File: config.mk
export PLATFORM = sky130hd
export DESIGN_NAME = hcrm_top
export DESIGN_NICKNAME = d
export VERILOG_FILES = /design/src/core/hcrm_debounce.v /design/src/core/hcrm_sync.v /design/src/core/hcrm_top.v
export VERILOG_INCLUDE_DIRS = /design/src /design/src/include
export SDC_FILE = /design/constraint.sdc
export NUM_CORES = 1
export LEC_CHECK = 0
export BUFFER_PORTS_ARGS = -buffer_cell sky130_fd_sc_hd__buf_2
export CORE_MARGIN = 1.5
export CORE_UTILIZATION = 35
export CTS_CLUSTER_SIZE = 8
export DETAILED_ROUTE_END_ITERATION = 12
export PLACE_DENSITY = 0.55
export SLEW_MARGIN = 10
export SYNTH_ARGS = -nofsm -noshare
export SYNTH_HDL_FRONTEND = slang
export SYNTH_HIERARCHICAL = 1
export SYNTH_SLANG_ARGS = --single-unit
File: constraint.sdc
create_clock -name core_clk -period 2.41 [get_ports core_clk]
set_clock_uncertainty 0.05 [all_clocks]
set_input_delay 0.482 -clock core_clk [delete_from_list [all_inputs] [get_ports core_clk]]
set_output_delay 0.482 -clock core_clk [all_outputs]
set_load 0.005 [all_outputs]
File: src/include/hcrm_defines.vh
`ifndef HCRM_DEFINES_VH
`define HCRM_DEFINES_VH

// ----------------------------------------------------------------
// register offsets (byte addresses, word aligned)
// ----------------------------------------------------------------
`define HCRM_OFF_CTRL      4'h0
`define HCRM_OFF_STATUS    4'h4
`define HCRM_OFF_IRQ_STAT  4'h8
`define HCRM_OFF_IRQ_MASK  4'hc

// ----------------------------------------------------------------
// field positions
// ----------------------------------------------------------------
`define HCRM_CTRL_EN_BIT      0
`define HCRM_CTRL_PRINT_BIT   1
`define HCRM_CTRL_TMO_LSB     16
`define HCRM_EV_HEAD_OPEN     0
`define HCRM_EV_COVER_OPEN    1
`define HCRM_EV_FULL          2
`define HCRM_EV_WIND_DONE     3

// ----------------------------------------------------------------
// reset values
// ----------------------------------------------------------------
`define HCRM_CTRL_RST      1'b0
`define HCRM_TMO_RST       16'h1000
`define HCRM_MASK_RST      4'h0

// ----------------------------------------------------------------
// stage codes and motor speeds
// ----------------------------------------------------------------
`define HCRM_STAGE1        2'h0
`define HCRM_STAGE2        2'h1
`define HCRM_STAGE3        2'h2
`define HCRM_STAGE_FULL    2'h3
`define HCRM_SPEED_STOP    2'h0
`define HCRM_SPEED_SLOW    2'h1
`define HCRM_SPEED_MID     2'h2
`define HCRM_SPEED_FAST    2'h3

// ----------------------------------------------------------------
// timing: debounce 1000 ns at 4 ns clock, blink half period 250 ms
// ----------------------------------------------------------------
`define HCRM_CLK_NS        4
`define HCRM_DEB_NS        1000
`define HCRM_DEB_CYC       ((`HCRM_DEB_NS + `HCRM_CLK_NS - 1) / `HCRM_CLK_NS)
`define HCRM_BLINK_MS      250
`define HCRM_BLINK_CYC     ((`HCRM_BLINK_MS * 1000000) / `HCRM_CLK_NS)

`endif

File: src/core/hcrm_debounce.v
`timescale 1ns/1ps
`include "hcrm_defines.vh"
// accepts a new level after it has held steady for the debounce count
module hcrm_debounce (
	// clock and reset
	input  wire core_clk,
	input  wire rst,
	// synchronised level and filtered level
	input  wire level_in,
	output reg  level_out
);
	reg [15:0] cnt_reg;

	// restart count whenever input matches output, take level when count expires
	always @(posedge core_clk) begin
		if (rst) begin
			cnt_reg   <= 16'h0000;
			level_out <= 1'b0;
		end else if (level_in == level_out) begin
			cnt_reg <= 16'h0000;
		end else if ({16'h0000, cnt_reg} == (`HCRM_DEB_CYC - 1)) begin
			cnt_reg   <= 16'h0000;
			level_out <= level_in;
		end else begin
			cnt_reg <= cnt_reg + 16'h0001;
		end
	end
endmodule

File: src/core/hcrm_sync.v
`timescale 1ns/1ps
// two-flop synchroniser for one pin
module hcrm_sync (
	// clock and reset
	input  wire core_clk,
	input  wire rst,
	// pin and result
	input  wire pin_in,
	output reg  sync_out
);
	reg meta_reg;

	// first flop is read only by the second
	always @(posedge core_clk) begin
		if (rst) begin
			meta_reg <= 1'b0;
			sync_out <= 1'b0;
		end else begin
			meta_reg <= pin_in;
			sync_out <= meta_reg;
		end
	end
endmodule

File: src/core/hcrm_top.v
`timescale 1ns/1ps
`include "hcrm_defines.vh"

module hcrm_top (
	// clock and reset
	input  wire        core_clk,
	input  wire        rst,
	// avalon-mm slave
	input  wire [3:0]  avs_address,
	input  wire        avs_read,
	input  wire        avs_write,
	input  wire [31:0] avs_writedata,
	output reg  [31:0] avs_readdata,
	output reg         avs_waitrequest,
	// switches and sensors
	input  wire        head_position_switch,
	input  wire        rewinder_cover_switch,
	input  wire        liner_level_sensor_a,
	input  wire        liner_level_sensor_b,
	input  wire        encoder_pulse,
	// outputs
	output reg         head_position_sense,
	output reg         fault_lamp,
	output reg  [1:0]  message_sel,
	output reg         motor_on,
	output reg  [1:0]  motor_speed,
	output reg  [1:0]  liner_stage,
	output reg         irq
);
	// ----------------------------------------------------------------
	// message codes and motor states
	// ----------------------------------------------------------------
	localparam MSG_NONE   = 2'h0;
	localparam MSG_HEAD   = 2'h1;
	localparam MSG_COVER  = 2'h2;
	localparam MSG_FULL   = 2'h3;
	localparam ST_IDLE    = 3'b001;
	localparam ST_RUN     = 3'b010;
	localparam ST_HALT    = 3'b100;

	// ----------------------------------------------------------------
	// input synchronisers and debouncers
	// ----------------------------------------------------------------
	wire [4:0] pin_raw;
	wire [4:0] pin_sync;
	wire [3:0] pin_deb;
	// pins in a fixed order: switches, flap sensors, encoder last
	assign pin_raw = {encoder_pulse, liner_level_sensor_b, liner_level_sensor_a,
		rewinder_cover_switch, head_position_switch};

	genvar gi;
	generate
		for (gi = 0; gi < 5; gi = gi + 1) begin : g_sync
			hcrm_sync u_sync (
				.core_clk (core_clk),
				.rst      (rst),
				.pin_in   (pin_raw[gi]),
				.sync_out (pin_sync[gi])
			);
		end
		for (gi = 0; gi < 4; gi = gi + 1) begin : g_deb
			hcrm_debounce u_deb (
				.core_clk  (core_clk),
				.rst       (rst),
				.level_in  (pin_sync[gi]),
				.level_out (pin_deb[gi])
			);
		end
	endgenerate

	// ----------------------------------------------------------------
	// condition decode
	// ----------------------------------------------------------------
	wire       head_up;
	wire       cover_open;
	wire       sens_a;
	wire       sens_b;
	reg  [1:0] stage_next;
	wire       is_full;

	// switches read closed as 1 once past the debouncers
	assign head_up    = ~pin_deb[0];
	assign cover_open = ~pin_deb[1];
	assign sens_a     = pin_deb[2];
	assign sens_b     = pin_deb[3];

	// stage from the two flap sensors
	always @* begin
		case ({sens_a, sens_b})
			2'b10:   stage_next = `HCRM_STAGE1;
			2'b11:   stage_next = `HCRM_STAGE2;
			2'b01:   stage_next = `HCRM_STAGE3;
			default: stage_next = `HCRM_STAGE_FULL;
		endcase
	end
	assign is_full = (stage_next == `HCRM_STAGE_FULL);

	// ----------------------------------------------------------------
	// control registers
	// ----------------------------------------------------------------
	reg        enable_reg;
	reg [15:0] tmo_reg;
	reg [3:0]  mask_reg;
	reg [3:0]  ev_stat_reg;
	reg        print_pulse_reg;

	wire bus_rd;
	wire bus_wr;
	// a request counts only in its first cycle, while waitrequest is still high
	assign bus_rd = avs_read & avs_waitrequest;
	assign bus_wr = avs_write & avs_waitrequest;

	// control writes; print bit is a self-clearing start pulse
	always @(posedge core_clk) begin
		if (rst) begin
			enable_reg      <= `HCRM_CTRL_RST;
			tmo_reg         <= `HCRM_TMO_RST;
			mask_reg        <= `HCRM_MASK_RST;
			print_pulse_reg <= 1'b0;
		end else begin
			print_pulse_reg <= 1'b0;
			if (bus_wr && avs_address == `HCRM_OFF_CTRL) begin
				enable_reg      <= avs_writedata[`HCRM_CTRL_EN_BIT];
				print_pulse_reg <= avs_writedata[`HCRM_CTRL_PRINT_BIT];
				tmo_reg         <= avs_writedata[`HCRM_CTRL_TMO_LSB +: 16];
			end
			if (bus_wr && avs_address == `HCRM_OFF_IRQ_MASK) begin
				mask_reg <= avs_writedata[3:0];
			end
		end
	end

	// ----------------------------------------------------------------
	// encoder edge watch and motor state machine
	// ----------------------------------------------------------------
	reg        enc_d_reg;
	reg [15:0] idle_cnt_reg;
	reg [2:0]  state_reg;
	reg [2:0]  state_next;
	reg        wind_done;
	wire       enc_edge;
	wire       blocked;
	wire       enc_timeout;

	// any change of the synchronised encoder level counts as a pulse edge
	assign enc_edge    = pin_sync[4] ^ enc_d_reg;
	assign blocked     = head_up | cover_open | is_full;
	assign enc_timeout = (idle_cnt_reg >= tmo_reg);

	// count clocks since the last encoder edge while running
	always @(posedge core_clk) begin
		if (rst) begin
			enc_d_reg    <= 1'b0;
			idle_cnt_reg <= 16'h0000;
		end else begin
			enc_d_reg <= pin_sync[4];
			if (state_reg != ST_RUN || enc_edge) begin
				idle_cnt_reg <= 16'h0000;
			end else if (!enc_timeout) begin
				idle_cnt_reg <= idle_cnt_reg + 16'h0001;
			end
		end
	end

	// next motor state
	always @* begin
		state_next = state_reg;
		wind_done  = 1'b0;
		case (state_reg)
			ST_IDLE: begin
				if (print_pulse_reg && enable_reg && !blocked) begin
					state_next = ST_RUN;
				end
			end
			ST_RUN: begin
				if (is_full) begin
					state_next = ST_HALT;
				end else if (blocked || !enable_reg) begin
					state_next = ST_IDLE;
				end else if (enc_timeout) begin
					state_next = ST_IDLE;
					wind_done  = 1'b1;
				end
			end
			ST_HALT: begin
				if (!is_full) begin
					state_next = ST_IDLE;
				end
			end
			default: state_next = ST_IDLE;
		endcase
	end

	// motor state register
	always @(posedge core_clk) begin
		if (rst) begin
			state_reg <= ST_IDLE;
		end else begin
			state_reg <= state_next;
		end
	end

	// motor outputs registered from next state
	always @(posedge core_clk) begin
		if (rst) begin
			motor_on    <= 1'b0;
			motor_speed <= `HCRM_SPEED_STOP;
			liner_stage <= `HCRM_STAGE1;
		end else begin
			liner_stage <= stage_next;
			motor_on    <= (state_next == ST_RUN);
			if (state_next != ST_RUN) begin
				motor_speed <= `HCRM_SPEED_STOP;
			end else begin
				case (stage_next)
					`HCRM_STAGE1: motor_speed <= `HCRM_SPEED_FAST;
					`HCRM_STAGE2: motor_speed <= `HCRM_SPEED_MID;
					`HCRM_STAGE3: motor_speed <= `HCRM_SPEED_SLOW;
					default:      motor_speed <= `HCRM_SPEED_STOP;
				endcase
			end
		end
	end

	// ----------------------------------------------------------------
	// error lamp and message
	// ----------------------------------------------------------------
	reg [27:0] blink_cnt_reg;
	reg        blink_reg;
	wire       any_err;
	wire       blink_wrap;
	assign any_err    = head_up | cover_open | is_full;
	assign blink_wrap = ({4'h0, blink_cnt_reg} == (`HCRM_BLINK_CYC - 1));

	// blink phase restarts lit while no error, so the lamp comes on at once
	always @(posedge core_clk) begin
		if (rst) begin
			blink_cnt_reg <= 28'h0000000;
			blink_reg     <= 1'b1;
		end else if (!any_err) begin
			blink_cnt_reg <= 28'h0000000;
			blink_reg     <= 1'b1;
		end else if (blink_wrap) begin
			blink_cnt_reg <= 28'h0000000;
			blink_reg     <= ~blink_reg;
		end else begin
			blink_cnt_reg <= blink_cnt_reg + 28'h0000001;
		end
	end

	// lamp blinks on any error; head wins, then cover, then full
	always @(posedge core_clk) begin
		if (rst) begin
			fault_lamp          <= 1'b0;
			message_sel         <= MSG_NONE;
			head_position_sense <= 1'b0;
		end else begin
			head_position_sense <= head_up;
			fault_lamp          <= any_err & blink_reg;
			if (head_up) begin
				message_sel <= MSG_HEAD;
			end else if (cover_open) begin
				message_sel <= MSG_COVER;
			end else if (is_full) begin
				message_sel <= MSG_FULL;
			end else begin
				message_sel <= MSG_NONE;
			end
		end
	end

	// ----------------------------------------------------------------
	// interrupt status: set wins over read-clear
	// ----------------------------------------------------------------
	wire [3:0] ev_set;
	reg  [3:0] cond_d_reg;
	wire [3:0] cond_now;
	wire [3:0] irq_pending;
	// events latch on the rising edge of each error condition
	assign cond_now    = {1'b0, is_full, cover_open, head_up};
	assign ev_set      = (cond_now & ~cond_d_reg) | {wind_done, 3'b000};
	assign irq_pending = ev_stat_reg & mask_reg;

	// sticky events, cleared by a read of the interrupt status register
	always @(posedge core_clk) begin
		if (rst) begin
			cond_d_reg  <= 4'h0;
			ev_stat_reg <= 4'h0;
			irq         <= 1'b0;
		end else begin
			cond_d_reg <= cond_now;
			if (bus_rd && avs_address == `HCRM_OFF_IRQ_STAT) begin
				ev_stat_reg <= ev_set;
			end else begin
				ev_stat_reg <= ev_stat_reg | ev_set;
			end
			irq <= |irq_pending;
		end
	end

	// ----------------------------------------------------------------
	// read mux and bus answer: one wait cycle, then data
	// ----------------------------------------------------------------
	reg  [31:0] rdata_next;
	wire [9:0]  status_word;
	// status fields: motor state, stage, error flags, motor on
	assign status_word = {state_reg, stage_next, is_full, cover_open, head_up, motor_on, 1'b0};

	// word selected by the address of the request
	always @* begin
		case (avs_address)
			`HCRM_OFF_CTRL:     rdata_next = {tmo_reg, 14'h0000, 1'b0, enable_reg};
			`HCRM_OFF_STATUS:   rdata_next = {22'h000000, status_word};
			`HCRM_OFF_IRQ_STAT: rdata_next = {28'h0000000, ev_stat_reg};
			`HCRM_OFF_IRQ_MASK: rdata_next = {28'h0000000, mask_reg};
			default:            rdata_next = 32'h00000000;    // unmapped reads return zero
		endcase
	end

	// waitrequest drops for the one cycle after a request is taken
	always @(posedge core_clk) begin
		if (rst) begin
			avs_waitrequest <= 1'b1;
			avs_readdata    <= 32'h00000000;
		end else begin
			avs_waitrequest <= ~(bus_rd | bus_wr);
			if (bus_rd) begin
				avs_readdata <= rdata_next;
			end
		end
	end
endmodule

==> results.md <==
- Hold Vio Cnt, Final: 0
- Setup TNS: 0 ps
- Pleak: ~3.4 nW
- Dominant cell type by area after synthesis: dfxtp_1
- Worst relative slew slack: a little under two thirds
- CP Buf/Inv Count: 2
- Post-route total power: ~6.3 mW
- Status: complete, no violations
- Post-DP HPWL: between 10000 and 15000 um
- ANT cells: 0
- Final core occ: between 40% and 50%
- Main synth FF type: dfxtp_1
- H-tree depth: 4
- Top Metal Used: met4
- Post-route DRC: 0
- Synth cell count leaders: dfxtp_1 (192), nor2_1 (170), nand2_1 (87)
- Post-route ant nets: 0
- Detail Route met3 WL: approximately 430 um
- F_max: 444.7 MHz
- Startpoint type of the worst setup path: register
- Yosys top cell area share: ~47%
- Syn-to-layout area delta: 17.10%
- CTS Hold Bufs: 0
- Library cells used by synthesis: 55
- CTS tree: built
- I/O pins: slightly below 90
- Clk slew on worst S/H paths: approximately 70 ps
- Starting density of the core: a little over a third
- CTS root buf: clkbuf_16
- Avg WL per Cell: between 10 and 15 um
- Drt pass-1 iters: 4
- Die height: 156.6 um
- Crit path largest cell delay: around 370 ps
- Pins Over Slew Limit: 0
- Global placer's final weighted congestion: approximately 0.79
- Async set-reset flop share out of synthesis: 0%
- Fraction of layout cells with a size suffix above 1: 15.20%
- PD cells: roughly 660 nW/um^2
- Req. time, crit path: 2710 ps
- Die Area: about 25000 um^2
- Mean Syn Cell Area: approximately 8.9 um^2
- Slowest cell on crit path: dfxtp_1
- PortBufs: between 60 and 70
- Critical Path Fanout Max: 9
- Crit path max-delay family: simple AND/OR/NAND/NOR gates
- # setup viols final: 0
- Proportion of synthesized chip area in sequential cells: a little under half
- Mapped Area: roughly 8300 um^2
- Vias: around 6400
- Initial antenna violation count: 0
- Final Cycle Share: between 90% and 100%
- Post-DR vias/cell: ~4.7
- Flops & latches, synth: ~190
- Max-cap violations: 0
- GRT Residual Overflow: 0
- Maximum vdd drop: roughly 310 uV
- CP endpoint kind: register
- Critical path class: register to register
- Post-synth EDFFs: 0
- Rows: 56
- Largest net degree at the start of global routing: 27
- Largest cells by area after synthesis: dfxtp_1 (47%), nor2_1 (7.7%), xnor2_1 (7.6%)
- Post-layout min period: between 2000 and 2500 ps
- RSZ-0062 raised after global routing: no
- Iteration-0 DRC Markers: 317
- Inst Count DP: between 1000 and 1500
- Core area: about 23000 um^2
- Clock Tree Buf Depth: 2
- Net count, final: between 1000 and 1500
- Clk sinks: roughly 190
- Gr usage total: 15.08%
- Total Wirelength: around 18000 um
- M1 WL: 9073 um
- Routed met2 length: around 8000 um
- Die X: between 150 and 200 um
- Clock latency on the worst-skew pair: 420 ps
- Final cell count without fillers: ~1400
- Vias in the first global route: 5905
- Min-Delay Path Class: input port to register
- Count leader, synth: dfxtp_1
- Least-Margin Pin Slew: approximately 550 ps
- First-pass GRT wire length: a little under 30000 um
- Crit path cell chain: inv_1 -> ha_1 -> a21oi_1 -> nor2_1 -> nor3_4 -> o211ai_4 -> buf_4 -> or3_1 -> a21oi_1
- Yosys warns: 6
- Critical Path AT: approximately 2600 ps
- Post-Syn Instances: ~930
- Max FFs per register: between 60 and 70
- Most used cell, CP: a21oi_1
- Hold WS: around 210 ps
- Cts bufs inserted: 17
worst register-to-register path, stage by stage (launching register included):
cell and delay, ps:
dfxtp_1 370, inv_1 60, ha_1 300, a21oi_1 180
nor2_1 90, nor3_4 290, o211ai_4 180, buf_4 180
or3_1 340, a21oi_1 140
repair_timing:
item / CTS / global route
endpoints found under the setup margin: 0 / 13
resized for setup: 0 / 4
setup buffers: 0 / 5
kinds of logic (layout without fill, tap and decap cells):
kind of cell / after synthesis / in the layout / synth area share [%]
flip-flops: 192 / 192 / 46.52
adder cells (fa/ha/maj): 28 / 28 / 4.241
AO/OA/AOI/OAI: 105 / 105 / 8.345
other: 1 / 6 / 0.04539
XOR/XNOR: 91 / 91 / 9.647
AND/OR/NAND/NOR: 436 / 436 / 25.72
multiplexers: 12 / 12 / 1.514
buffers and inverters: 67 / 163 / 3.968
per-layer routing:
metal	vias to the layer above	global-route usage (%)
li1	3345	-
met1	2967	20.69
met2	75	23.09
met3	15	3.046
met4	0	6.122
met5	-	0
final timing paths:
check | start | to | slack (ps) | depth (start not counted)
hold / removal | liner_level_sensor_b | g_sync[3].u_sync/meta_reg | 210 | 2
setup reg to reg | tmo_reg[11] | idle_cnt_reg[5] | 160 | 9
hold reg to reg | cond_d_reg[2] | ev_stat_reg[2] | 370 | 1
setup / recovery | tmo_reg[11] | idle_cnt_reg[5] | 160 | 9
through the flow:
step	area [um^2]	setup WS [ps]
2_1_floorplan	8280	360.1
4_1_cts	9609	95.18
5_1_grt	9674	15.04
3_3_place_gp	9002	115.1
3_5_place_dp	9002	125.9
6_report	9674	161.5
layout make-up:
cell class              count  area (um^2)
clock buffers              22        474.2
clock inverters             9        132.6
fillers                  2373        13660
inverters                  36        135.1
multi-input cells         678         4141
flip-flops and latches    192         3844
well taps                 319        399.1
repair buffers             96        548.0
report_power, final:
part / switching (mW) / total [mW] / internal, mW
Clock: 1.21 / 2.92 / 1.71
Sequential: 0.0226 / 3.23 / 3.20
Combinational: 0.120 / 0.197 / 0.0767
cell usage in the layout (no fill, tap or decap), types with 3 or more instances in the layout:
| master | count |
|---|---|
| xor2_1 | 19 |
| and3_1 | 7 |
| nor3_2 | 3 |
| or4_4 | 4 |
| nand4_1 | 21 |
| o21ai_0 | 21 |
| bufinv_16 | 3 |
| inv_1 | 36 |
| or3b_2 | 4 |
| clkbuf_16 | 17 |
| or4_1 | 4 |
| clkbuf_8 | 3 |
| nor2_1 | 170 |
| nor2b_1 | 15 |
| mux2i_1 | 8 |
| conb_1 | 6 |
| xnor2_1 | 72 |
| nor3_1 | 23 |
| a21oi_1 | 36 |
| or4b_1 | 4 |
| buf_4 | 27 |
| mux2_2 | 4 |
| or3_1 | 14 |
| dfxtp_1 | 192 |
| nand2_4 | 4 |
| buf_2 | 69 |
| nand2_1 | 87 |
| nand3_1 | 38 |
| a22oi_1 | 27 |
| and2_1 | 5 |
| ha_1 | 28 |
| nor4_1 | 18 |
| nand2b_1 | 4 |
(Power assumes the default switching activity.)
